## config.mk

```make
export PLATFORM = sky130hd
export DESIGN_NAME = ple_engine
export DESIGN_NICKNAME = d
export VERILOG_FILES = /design/src/design/ple_pkg.sv /design/src/design/ple_engine.sv
export SDC_FILE = /design/constraint.sdc
export NUM_CORES = 2
export LEC_CHECK = 0
export BUFFER_PORTS_ARGS = -buffer_cell sky130_fd_sc_hd__buf_4
export CELL_PAD_IN_SITES_DETAIL_PLACEMENT = 0
export CELL_PAD_IN_SITES_GLOBAL_PLACEMENT = 2
export CORE_MARGIN = 2
export CORE_UTILIZATION = 42
export DETAILED_ROUTE_END_ITERATION = 10
export PLACE_DENSITY = 0.89
export SLEW_MARGIN = 0
export SYNTH_ARGS = -nofsm -noshare
export SYNTH_HDL_FRONTEND = slang
export SYNTH_SLANG_ARGS = --single-unit
```

## constraint.sdc

```tcl
create_clock -name clk -period 7.7 [get_ports clk]
set_input_delay 0.385 -clock clk [delete_from_list [all_inputs] [get_ports clk]]
set_output_delay 0.385 -clock clk [all_outputs]
set_load 0.005 [all_outputs]
```

## src/design/ple_pkg.sv

```systemverilog
/*
 * Shared constants and types of the programmable logic equation engine:
 * sizes, the operand map, the operator codes and the packed carriers.
 * Assumes it is compiled before every file that names ple_pkg.
 */
package ple_pkg;

	// Sizes of the engine.
	localparam int NUM_EQ = 16;
	localparam int EQ_IDX_W = 4;
	localparam int NUM_CIN = 8;
	localparam int NUM_COUT = 4;
	localparam int NUM_ANA = 4;
	localparam int NUM_DIG = 4;
	localparam int NUM_CNT = 2;
	localparam int NUM_DIR = 2;
	localparam int NUM_REM = 8;
	localparam int NUM_DIRECT = 8;
	localparam int NUM_SOFT = 8;
	localparam int SEL_W = 7;
	localparam int OPD_NUM = 128;
	localparam int DLY_W = 8;
	localparam int VAL_W = 16;
	localparam int CNT_W = 16;
	localparam int SYNC_W = NUM_CIN + 2 * NUM_COUT;

	// Index of the last equation of a pass.
	localparam logic [EQ_IDX_W-1:0] EQ_LAST = 4'hF;

	// Operand map: bit positions in the operand vector.
	localparam int OPD_CONST0 = 0;
	localparam int OPD_CONST1 = 1;
	localparam int OPD_CIN_ON = 8;
	localparam int OPD_CIN_OFF = 16;
	localparam int OPD_COUT_VON = 24;
	localparam int OPD_COUT_CONTACT_VOLTAGE_ABSENT = 28;
	localparam int OPD_COUT_ION = 32;
	localparam int OPD_COUT_CONTACT_CURRENT_ABSENT = 36;
	localparam int OPD_ANA_PKP = 40;
	localparam int OPD_ANA_DPO = 44;
	localparam int OPD_ANA_OP = 48;
	localparam int OPD_DIG_PKP = 52;
	localparam int OPD_DIG_DPO = 56;
	localparam int OPD_DIG_OP = 60;
	localparam int OPD_CNT_ABOVE = 64;
	localparam int OPD_CNT_EQUAL = 66;
	localparam int OPD_CNT_BELOW = 68;
	localparam int OPD_DIR_BLOCK = 70;
	localparam int OPD_REMOTE = 72;
	localparam int OPD_DIRECT = 80;
	localparam int OPD_SOFT = 88;
	localparam int OPD_EQ_RESULT = 96;

	typedef enum logic [2:0] {
		ple_op_and,
		ple_op_or,
		ple_op_xor,
		ple_op_nand,
		ple_op_nor,
		ple_op_xnor,
		ple_op_timer,
		ple_op_latch
	} ple_op_e;

	// One programmed equation.
	typedef struct packed {
		ple_op_e op;
		logic inv_a;
		logic inv_b;
		logic [SEL_W-1:0] sel_a;
		logic [SEL_W-1:0] sel_b;
		logic [DLY_W-1:0] pu_dly;
		logic [DLY_W-1:0] rs_dly;
	} ple_eq_s;

	// Analog element: measurement and its settings.
	typedef struct packed {
		logic [VAL_W-1:0] value;
		logic [VAL_W-1:0] pickup;
		logic falling;
		logic [DLY_W-1:0] pu_dly;
		logic [DLY_W-1:0] rs_dly;
	} ple_ana_s;

	// Digital element settings.
	typedef struct packed {
		logic [SEL_W-1:0] src;
		logic [DLY_W-1:0] pu_dly;
		logic [DLY_W-1:0] rs_dly;
	} ple_dig_s;

	// Pulse counter settings.
	typedef struct packed {
		logic [SEL_W-1:0] src;
		logic [CNT_W-1:0] set_num;
		logic clear;
	} ple_cnt_s;

	// Pickup/reset timer state.
	typedef struct packed {
		logic op;
		logic [DLY_W-1:0] cnt;
	} ple_tmr_s;

	// Whole state of the engine.
	typedef struct packed {
		ple_eq_s [NUM_EQ-1:0] eqm;
		logic [NUM_EQ-1:0] result;
		ple_tmr_s [NUM_EQ-1:0] eq_tmr;
		logic [EQ_IDX_W-1:0] idx;
		logic pass_done;
		logic [NUM_ANA-1:0] ana_pkp;
		ple_tmr_s [NUM_ANA-1:0] ana_tmr;
		logic [NUM_DIG-1:0] dig_pkp;
		ple_tmr_s [NUM_DIG-1:0] dig_tmr;
		logic [NUM_CNT-1:0][CNT_W-1:0] cnt;
		logic [NUM_CNT-1:0] cnt_prev;
		logic [SYNC_W-1:0] sync1;
		logic [SYNC_W-1:0] sync2;
	} ple_state_s;

endpackage

```

## src/design/ple_engine.sv

```systemverilog
/*
 * Programmable logic equation engine: a sequential evaluator of user
 * equations over single-bit operands, with element, counter and
 * timer operands and numbered equation result flags.
 * Assumes one 25 MHz clock, contact pins from outside the clock domain,
 * and element measurements and peer inputs from logic on the same clock.
 */
`timescale 1ns/100ps
module ple_engine (
	// Clock and reset
	input wire logic clk,
	input wire logic rst_b,
	// Equation programming
	input wire logic prog_we,
	input wire logic [ple_pkg::EQ_IDX_W-1:0] prog_idx,
	input wire ple_pkg::ple_eq_s prog_eq,
	// Field pins
	input wire logic [ple_pkg::NUM_CIN-1:0] contact_in,
	input wire logic [ple_pkg::NUM_COUT-1:0] contact_voltage_sense,
	input wire logic [ple_pkg::NUM_COUT-1:0] contact_current_sense,
	// Element measurements and settings
	input wire ple_pkg::ple_ana_s [ple_pkg::NUM_ANA-1:0] ana_cfg,
	input wire ple_pkg::ple_dig_s [ple_pkg::NUM_DIG-1:0] dig_cfg,
	input wire ple_pkg::ple_cnt_s [ple_pkg::NUM_CNT-1:0] cnt_cfg,
	input wire logic [ple_pkg::NUM_DIR-1:0] dir_block_set,
	// Peer and communication inputs
	input wire logic [ple_pkg::NUM_REM-1:0] remote_in,
	input wire logic [ple_pkg::NUM_DIRECT-1:0] direct_in,
	input wire logic [ple_pkg::NUM_SOFT-1:0] soft_input_flag,
	// Results
	output logic [ple_pkg::NUM_EQ-1:0] equation_result_flag,
	output logic pass_done,
	output logic [ple_pkg::NUM_ANA-1:0] ana_operate_flag,
	output logic [ple_pkg::NUM_DIG-1:0] dig_operate_flag,
	output logic [ple_pkg::NUM_CNT-1:0] count_above_flag,
	output logic [ple_pkg::NUM_CNT-1:0] count_equal_flag,
	output logic [ple_pkg::NUM_CNT-1:0] count_below_flag
);

	ple_pkg::ple_state_s st;
	ple_pkg::ple_state_s next_st;
	logic [ple_pkg::OPD_NUM-1:0] opd;
	logic [ple_pkg::NUM_CIN-1:0] cin;
	logic [ple_pkg::NUM_COUT-1:0] cout_v;
	logic [ple_pkg::NUM_COUT-1:0] cout_i;

	// Pickup/reset timer stepped once per evaluation. A pickup delay of N
	// asserts after N+1 consecutive true evaluations; the reset delay
	// works the same way on false ones.
	function automatic ple_pkg::ple_tmr_s tmr_step(
		input logic cond,
		input logic [ple_pkg::DLY_W-1:0] pu,
		input logic [ple_pkg::DLY_W-1:0] rs,
		input ple_pkg::ple_tmr_s cur
	);
		ple_pkg::ple_tmr_s nxt;
		nxt = cur;
		if (cond == cur.op) begin
			nxt.cnt = '0;
		end else if (cond) begin
			if (cur.cnt >= pu) begin
				nxt.op = 1'b1;
				nxt.cnt = '0;
			end else begin
				nxt.cnt = cur.cnt + 1'b1;
			end
		end else begin
			if (cur.cnt >= rs) begin
				nxt.op = 1'b0;
				nxt.cnt = '0;
			end else begin
				nxt.cnt = cur.cnt + 1'b1;
			end
		end
		return nxt;
	endfunction

	// Only the second stage of each pin synchroniser is used.
	assign cin = st.sync2[ple_pkg::NUM_CIN-1:0];
	assign cout_v = st.sync2[ple_pkg::NUM_CIN +: ple_pkg::NUM_COUT];
	assign cout_i = st.sync2[ple_pkg::SYNC_W-1 -: ple_pkg::NUM_COUT];

	always_comb begin
		opd = '0;
		opd[ple_pkg::OPD_CONST0] = 1'b0;
		opd[ple_pkg::OPD_CONST1] = 1'b1;
		for (int i = 0; i < ple_pkg::NUM_CIN; i++) begin
			opd[ple_pkg::OPD_CIN_ON + i] = cin[i];
			opd[ple_pkg::OPD_CIN_OFF + i] = ~cin[i];
		end
		for (int i = 0; i < ple_pkg::NUM_COUT; i++) begin
			opd[ple_pkg::OPD_COUT_VON + i] = cout_v[i];
			opd[ple_pkg::OPD_COUT_CONTACT_VOLTAGE_ABSENT + i] = ~cout_v[i];
			opd[ple_pkg::OPD_COUT_ION + i] = cout_i[i];
			opd[ple_pkg::OPD_COUT_CONTACT_CURRENT_ABSENT + i] = ~cout_i[i];
		end
		for (int i = 0; i < ple_pkg::NUM_ANA; i++) begin
			opd[ple_pkg::OPD_ANA_PKP + i] = st.ana_pkp[i];
			opd[ple_pkg::OPD_ANA_DPO + i] = ~st.ana_pkp[i];
			opd[ple_pkg::OPD_ANA_OP + i] = st.ana_tmr[i].op;
		end
		for (int i = 0; i < ple_pkg::NUM_DIG; i++) begin
			opd[ple_pkg::OPD_DIG_PKP + i] = st.dig_pkp[i];
			opd[ple_pkg::OPD_DIG_DPO + i] = ~st.dig_pkp[i];
			opd[ple_pkg::OPD_DIG_OP + i] = st.dig_tmr[i].op;
		end
		for (int i = 0; i < ple_pkg::NUM_CNT; i++) begin
			opd[ple_pkg::OPD_CNT_ABOVE + i] =
				st.cnt[i] > cnt_cfg[i].set_num;
			opd[ple_pkg::OPD_CNT_EQUAL + i] =
				st.cnt[i] == cnt_cfg[i].set_num;
			opd[ple_pkg::OPD_CNT_BELOW + i] =
				st.cnt[i] < cnt_cfg[i].set_num;
		end
		for (int i = 0; i < ple_pkg::NUM_DIR; i++) begin
			opd[ple_pkg::OPD_DIR_BLOCK + i] = dir_block_set[i];
		end
		for (int i = 0; i < ple_pkg::NUM_REM; i++) begin
			opd[ple_pkg::OPD_REMOTE + i] = remote_in[i];
		end
		for (int i = 0; i < ple_pkg::NUM_DIRECT; i++) begin
			opd[ple_pkg::OPD_DIRECT + i] = direct_in[i];
		end
		for (int i = 0; i < ple_pkg::NUM_SOFT; i++) begin
			opd[ple_pkg::OPD_SOFT + i] = soft_input_flag[i];
		end
		for (int i = 0; i < ple_pkg::NUM_EQ; i++) begin
			opd[ple_pkg::OPD_EQ_RESULT + i] = st.result[i];
		end
	end

	always_comb begin
		ple_pkg::ple_eq_s cur;
		ple_pkg::ple_tmr_s t;
		logic a;
		logic b;
		logic res;
		logic pk;
		logic src;
		cur = st.eqm[st.idx];
		t = st.eq_tmr[st.idx];
		a = 1'b0;
		b = 1'b0;
		res = 1'b0;
		pk = 1'b0;
		src = 1'b0;
		next_st = st;

		next_st.sync1 = {contact_current_sense, contact_voltage_sense,
			contact_in};
		next_st.sync2 = st.sync1;

		// A program write lands in storage; the equation being evaluated
		// this cycle still uses its old contents.
		if (prog_we) begin
			next_st.eqm[prog_idx] = prog_eq;
		end

		a = opd[cur.sel_a] ^ cur.inv_a;
		b = opd[cur.sel_b] ^ cur.inv_b;

		unique case (cur.op)
			ple_pkg::ple_op_and: res = a & b;
			ple_pkg::ple_op_or: res = a | b;
			ple_pkg::ple_op_xor: res = a ^ b;
			ple_pkg::ple_op_nand: res = ~(a & b);
			ple_pkg::ple_op_nor: res = ~(a | b);
			ple_pkg::ple_op_xnor: res = ~(a ^ b);
			ple_pkg::ple_op_timer: begin
				t = tmr_step(a, cur.pu_dly, cur.rs_dly, t);
				res = t.op;
			end
			ple_pkg::ple_op_latch: begin
				// Reset dominates so a stuck set cannot hold a trip.
				res = b ? 1'b0 : (a ? 1'b1 : st.result[st.idx]);
			end
		endcase
		next_st.eq_tmr[st.idx] = t;

		next_st.result[st.idx] = res;

		next_st.idx = st.idx + 1'b1;
		next_st.pass_done = (st.idx == ple_pkg::EQ_LAST);

		// Elements update once, at the first equation of each pass.
		if (st.idx == '0) begin
			for (int i = 0; i < ple_pkg::NUM_ANA; i++) begin
				pk = ana_cfg[i].falling ?
					(ana_cfg[i].value < ana_cfg[i].pickup) :
					(ana_cfg[i].value > ana_cfg[i].pickup);
				next_st.ana_pkp[i] = pk;
				next_st.ana_tmr[i] = tmr_step(pk, ana_cfg[i].pu_dly,
					ana_cfg[i].rs_dly, st.ana_tmr[i]);
			end
			for (int i = 0; i < ple_pkg::NUM_DIG; i++) begin
				pk = opd[dig_cfg[i].src];
				next_st.dig_pkp[i] = pk;
				next_st.dig_tmr[i] = tmr_step(pk, dig_cfg[i].pu_dly,
					dig_cfg[i].rs_dly, st.dig_tmr[i]);
			end
			for (int i = 0; i < ple_pkg::NUM_CNT; i++) begin
				// Counting saturates so the above flag cannot wrap away.
				src = opd[cnt_cfg[i].src];
				next_st.cnt_prev[i] = src;
				if (cnt_cfg[i].clear) begin
					next_st.cnt[i] = '0;
				end else if (src && !st.cnt_prev[i] &&
					st.cnt[i] != '1) begin
					next_st.cnt[i] = st.cnt[i] + 1'b1;
				end
			end
		end
	end

	always_ff @(posedge clk or negedge rst_b) begin
		if (!rst_b) begin
			st <= '0;
		end else begin
			st <= next_st;
		end
	end

	assign equation_result_flag = st.result;
	assign pass_done = st.pass_done;

	always_comb begin
		for (int i = 0; i < ple_pkg::NUM_ANA; i++) begin
			ana_operate_flag[i] = st.ana_tmr[i].op;
		end
		for (int i = 0; i < ple_pkg::NUM_DIG; i++) begin
			dig_operate_flag[i] = st.dig_tmr[i].op;
		end
		for (int i = 0; i < ple_pkg::NUM_CNT; i++) begin
			count_above_flag[i] = opd[ple_pkg::OPD_CNT_ABOVE + i];
			count_equal_flag[i] = opd[ple_pkg::OPD_CNT_EQUAL + i];
			count_below_flag[i] = opd[ple_pkg::OPD_CNT_BELOW + i];
		end
	end

endmodule

```

==> results.md <==
* Status: finished clean
* Clock network power share at 31.3%
* Hold Vio Cnt, Final at 0
* Mapped Cells at 4271
* Yosys warns at 0
* Power per Cell Area at 249 nW/um^2
* Num CTS Buffers at 93
* Comb power frac at 25.6%
* CTS H-tree depth at 3
* Clock transition at path regs at 0.06 ns
* Flops & latches, synth at 871
* First-pass GRT wire length at 236000 um
* Sw frac at 30.2%
* Post-Syn Nets at 4947
* Least-Margin Pin Slew at 1.04 ns
* Hold WC Path Type: in2reg
* Setup TNS at 0 ns
* IO Pins at 451
* Area after detailed placement at 56100 um^2
* Die height at 354 um
* RSZ-0062 raised after global routing: no
* Cell variety after synth at 95
* Clock sinks at 871
* Register share of total power at 43.2%
* Syn_area_per_cell at 12.1 um^2
* Final instance area at 59500 um^2
* Max cap viols at 0
* Tot GR Track Use at 24.6%
* Dominant cells by area after synthesis: dfrtp_1 (42%), mux4_2 (14%), mux2_2 (13%)
* CP Capture Type: flip-flop
* R2r setup slk at 1.19 ns
* Vias in the first global route at 36.7k
* Worst r2r dst: equation_result_flag[9]$_DFFE_PN0P_
* Peak supply drop at 0.260 mV
* Count of hold-fix buffers inserted at cts at 20
* GRT overflow at 0
* Leakage at 27.2 nW
* Setup crit start kind: flip-flop
* Layout area overhead at 15.5%
* Max incr delay on CP at 1.11 ns
* Post-synth ARST share at 100%
* CTS tree: yes
* R2r worst-path depth at 20
* Ys flop type: dfrtp_1
* Yosys top cell area share at 42.3%
* Beginning of the critical path: st[147]$_DFF_PN0_
* WHS at 0.0711 ns
* Max FO, Critical Path at 49
* Post CTS Setup Buffer Count at 0
* Clock Tree Buf Depth at 3
* Required time of the critical path at 8.26 ns
* Nets@finish at 5260
* Area leader, netlist: dfrtp_1
* Starting density of the core at 42.3%
* Worst Setup EP: equation_result_flag[9]$_DFFE_PN0P_
* Post-synth EDFFs at 0
* # DRC at 0
* Multi-input logic area at 27300 um^2
* Reg2reg start: st[147]$_DFF_PN0_
* FF+latch area at 21800 um^2
* Worst path arrival time at 7.07 ns
* Die span in x at 354 um
* Vias per cell at 5.79
* Final clock skew at 0.0386 ns
* Slowest-stage cell, CP: dfrtp_4
* Wire length per cell at 24.7 um
* Register area share after synthesis at 42.3%
* Drt total wl at 155000 um
* Tcrit/Tclk final at 84.6%
* Later-pin clock latency in the skew report at 0.68 ns
* CP Cell Sequence: nor2_1 -> a22o_1 -> o21ai_2 -> buf_4 -> and2_1 -> a2111oi_0 -> nor4_1 -> mux2i_1 -> a2111oi_0 -> a31oi_1 -> xor2_1 -> inv_1 -> ha_1 -> nor3b_1 -> nor2_1 -> nand4_1 -> a21oi_1 -> nor4b_2 -> o31a_4 -> o31ai_1
* Sw power at 4.46 mW
* Share of layout cells above drive strength 1 at 35.5%
* Vias post-DR at 36.4k
* Cell internal pwr at 10.3 mW
* RePlAce Congestion at 0.929
* Fmax at 154 MHz
* Row cnt at 128
* Core area at 122000 um^2
* Clock root buffer: clkbuf_16
* Largest net degree at the start of global routing at 164
* Worst slew margin at 30.6%
* Crit path kind: reg2reg
* Full die area at 125000 um^2
* Layout fillers at 10.8k
* IO buf count at 450
* TritonRoute pass-1 iters at 7
* ANT nets after route at 0
* Final Slew Violations at 0
* # setup viols final at 0
* DP Wirelength at 103000 um
* Synthesized area at 51500 um^2
* Tmin final at 6.51 ns
* Initial antenna violation count at 11
* Initial DRC Count at 2873
* Post_cts resized at 0
* Final core occ at 48.9%
final cells by class:
| cell class | count | share of cell area [%] |
|---|---|---|
| clock buffer | 137 | 4.73 |
| clock inverter | 30 | 0.648 |
| tap | 1625 | 3.42 |
| inverter | 268 | 1.69 |
| sequential | 871 | 36.7 |
| antenna | 4 | 0.0168 |
| multi-input combinational | 2817 | 45.9 |
| timing repair buffer | 533 | 6.95 |
power by group through the flow:
stage	Sequential, mW	Clock [mW]	Combinational (mW)
after global placement	6.38	0	3.67
after floorplan	6.08	0	2.84
after detailed placement	6.43	0	3.76
after global routing	6.49	4.90	4.15
after CTS	6.36	4.72	3.79
final	6.39	4.63	3.78
state kept, by name, summed over array words and instances, names as in the netlist:
name / flops
next_st: 16
pass_done: 1
cin: 8
opd: 8
cout_i: 4
st: 806
ana_operate_flag: 4
dig_operate_flag: 4
cout_v: 4
equation_result_flag: 16
layout by cell type, fill, tap and decap left out, drive strengths merged, types with 19 or more instances in the layout:
master,n
nor3,20
o31ai,47
nor2,127
clkinv,22
buf,513
nand2b,52
xnor2,19
a21o,74
clkbuf,137
nand2,337
mux2i,89
mux2,593
ha,256
a21oi,120
dfrtp,871
o21a,21
mux4,330
inv,269
a211oi,27
nand3,64
nor2b,46
dlygate4sd3,20
o21ai,260
and3,38
xor2,49
nand4,37
cells by family after synthesis:
logic type | count (synthesis) | synth area share (%)
compound gates | 682 | 8.73
simple gates | 799 | 7.47
xor+xnor | 68 | 1.16
flops | 871 | 42.3
buf+inv | 583 | 4.87
fa+ha+maj | 256 | 6.22
mux | 1012 | 29.2
routing by layer:
layer	share of wire (%)	track usage, %	vias up
met3	7.3	5.02	263
met2	47	39.3	1249
li1	-	-	16300
met5	0.044	0.0755	-
met1	43	34.5	18600
met4	2.3	5.87	10
how the worst min path moves through the flow:
stage	from	slack, ns	cells after the start	end
after floorplan	rst_b	0.09	0	ana_operate_flag[0]$_DFFE_PN0P_
after global placement	next_st[7]$_DFF_PN0_	0.34	0	cin[7]$_DFF_PN0_
after detailed placement	next_st[9]$_DFF_PN0_	0.34	0	cout_v[1]$_DFF_PN0_
after CTS	prog_eq[4]	0.04	2	st[455]$_DFFE_PN0P_
after global routing	prog_eq[9]	0.06	2	st[705]$_DFFE_PN0P_
final	prog_eq[12]	0.07	2	st[848]$_DFFE_PN0P_
metrics by stage:
step | power (mW) | worst slack [ns] | cells
final | 14.8 | 1.19 | 6285
after global routing | 15.5 | 0.596 | 6284
after CTS | 14.9 | 1.18 | 6281
after detailed placement | 10.2 | 1.19 | 6094
after global placement | 10.0 | 1.27 | 6094
after floorplan | 8.92 | 0.984 | 4271
critical path: cells and delay by family, from the launching register on:
kind	cells	cell delay, ns
buf+inv	2	0.44
fa+ha+maj	1	0.36
xor+xnor	1	0.37
simple gates	7	1.70
compound gates	8	2.29
flops	1	1.11
mux	1	0.12
cells in the mapped netlist, types with 19 or more instances:
cell and instances:
a211oi_1 25, a21o_1 74, a21oi_1 118, and3_1 38, buf_1 29, buf_2 43, buf_4 38, clkbuf_1 193
dfrtp_1 871, ha_1 256, inv_1 263, mux2_2 592, mux2i_1 89, mux4_2 316, nand2_1 335, nand2b_1 52
nand3_1 64, nand4_1 37, nor2_1 126, nor2b_1 46, nor3_1 19, o21a_1 21, o21ai_0 247, o31ai_1 37
xnor2_1 19, xor2_1 49
No activity file was read; power rests on OpenSTA's default activity.
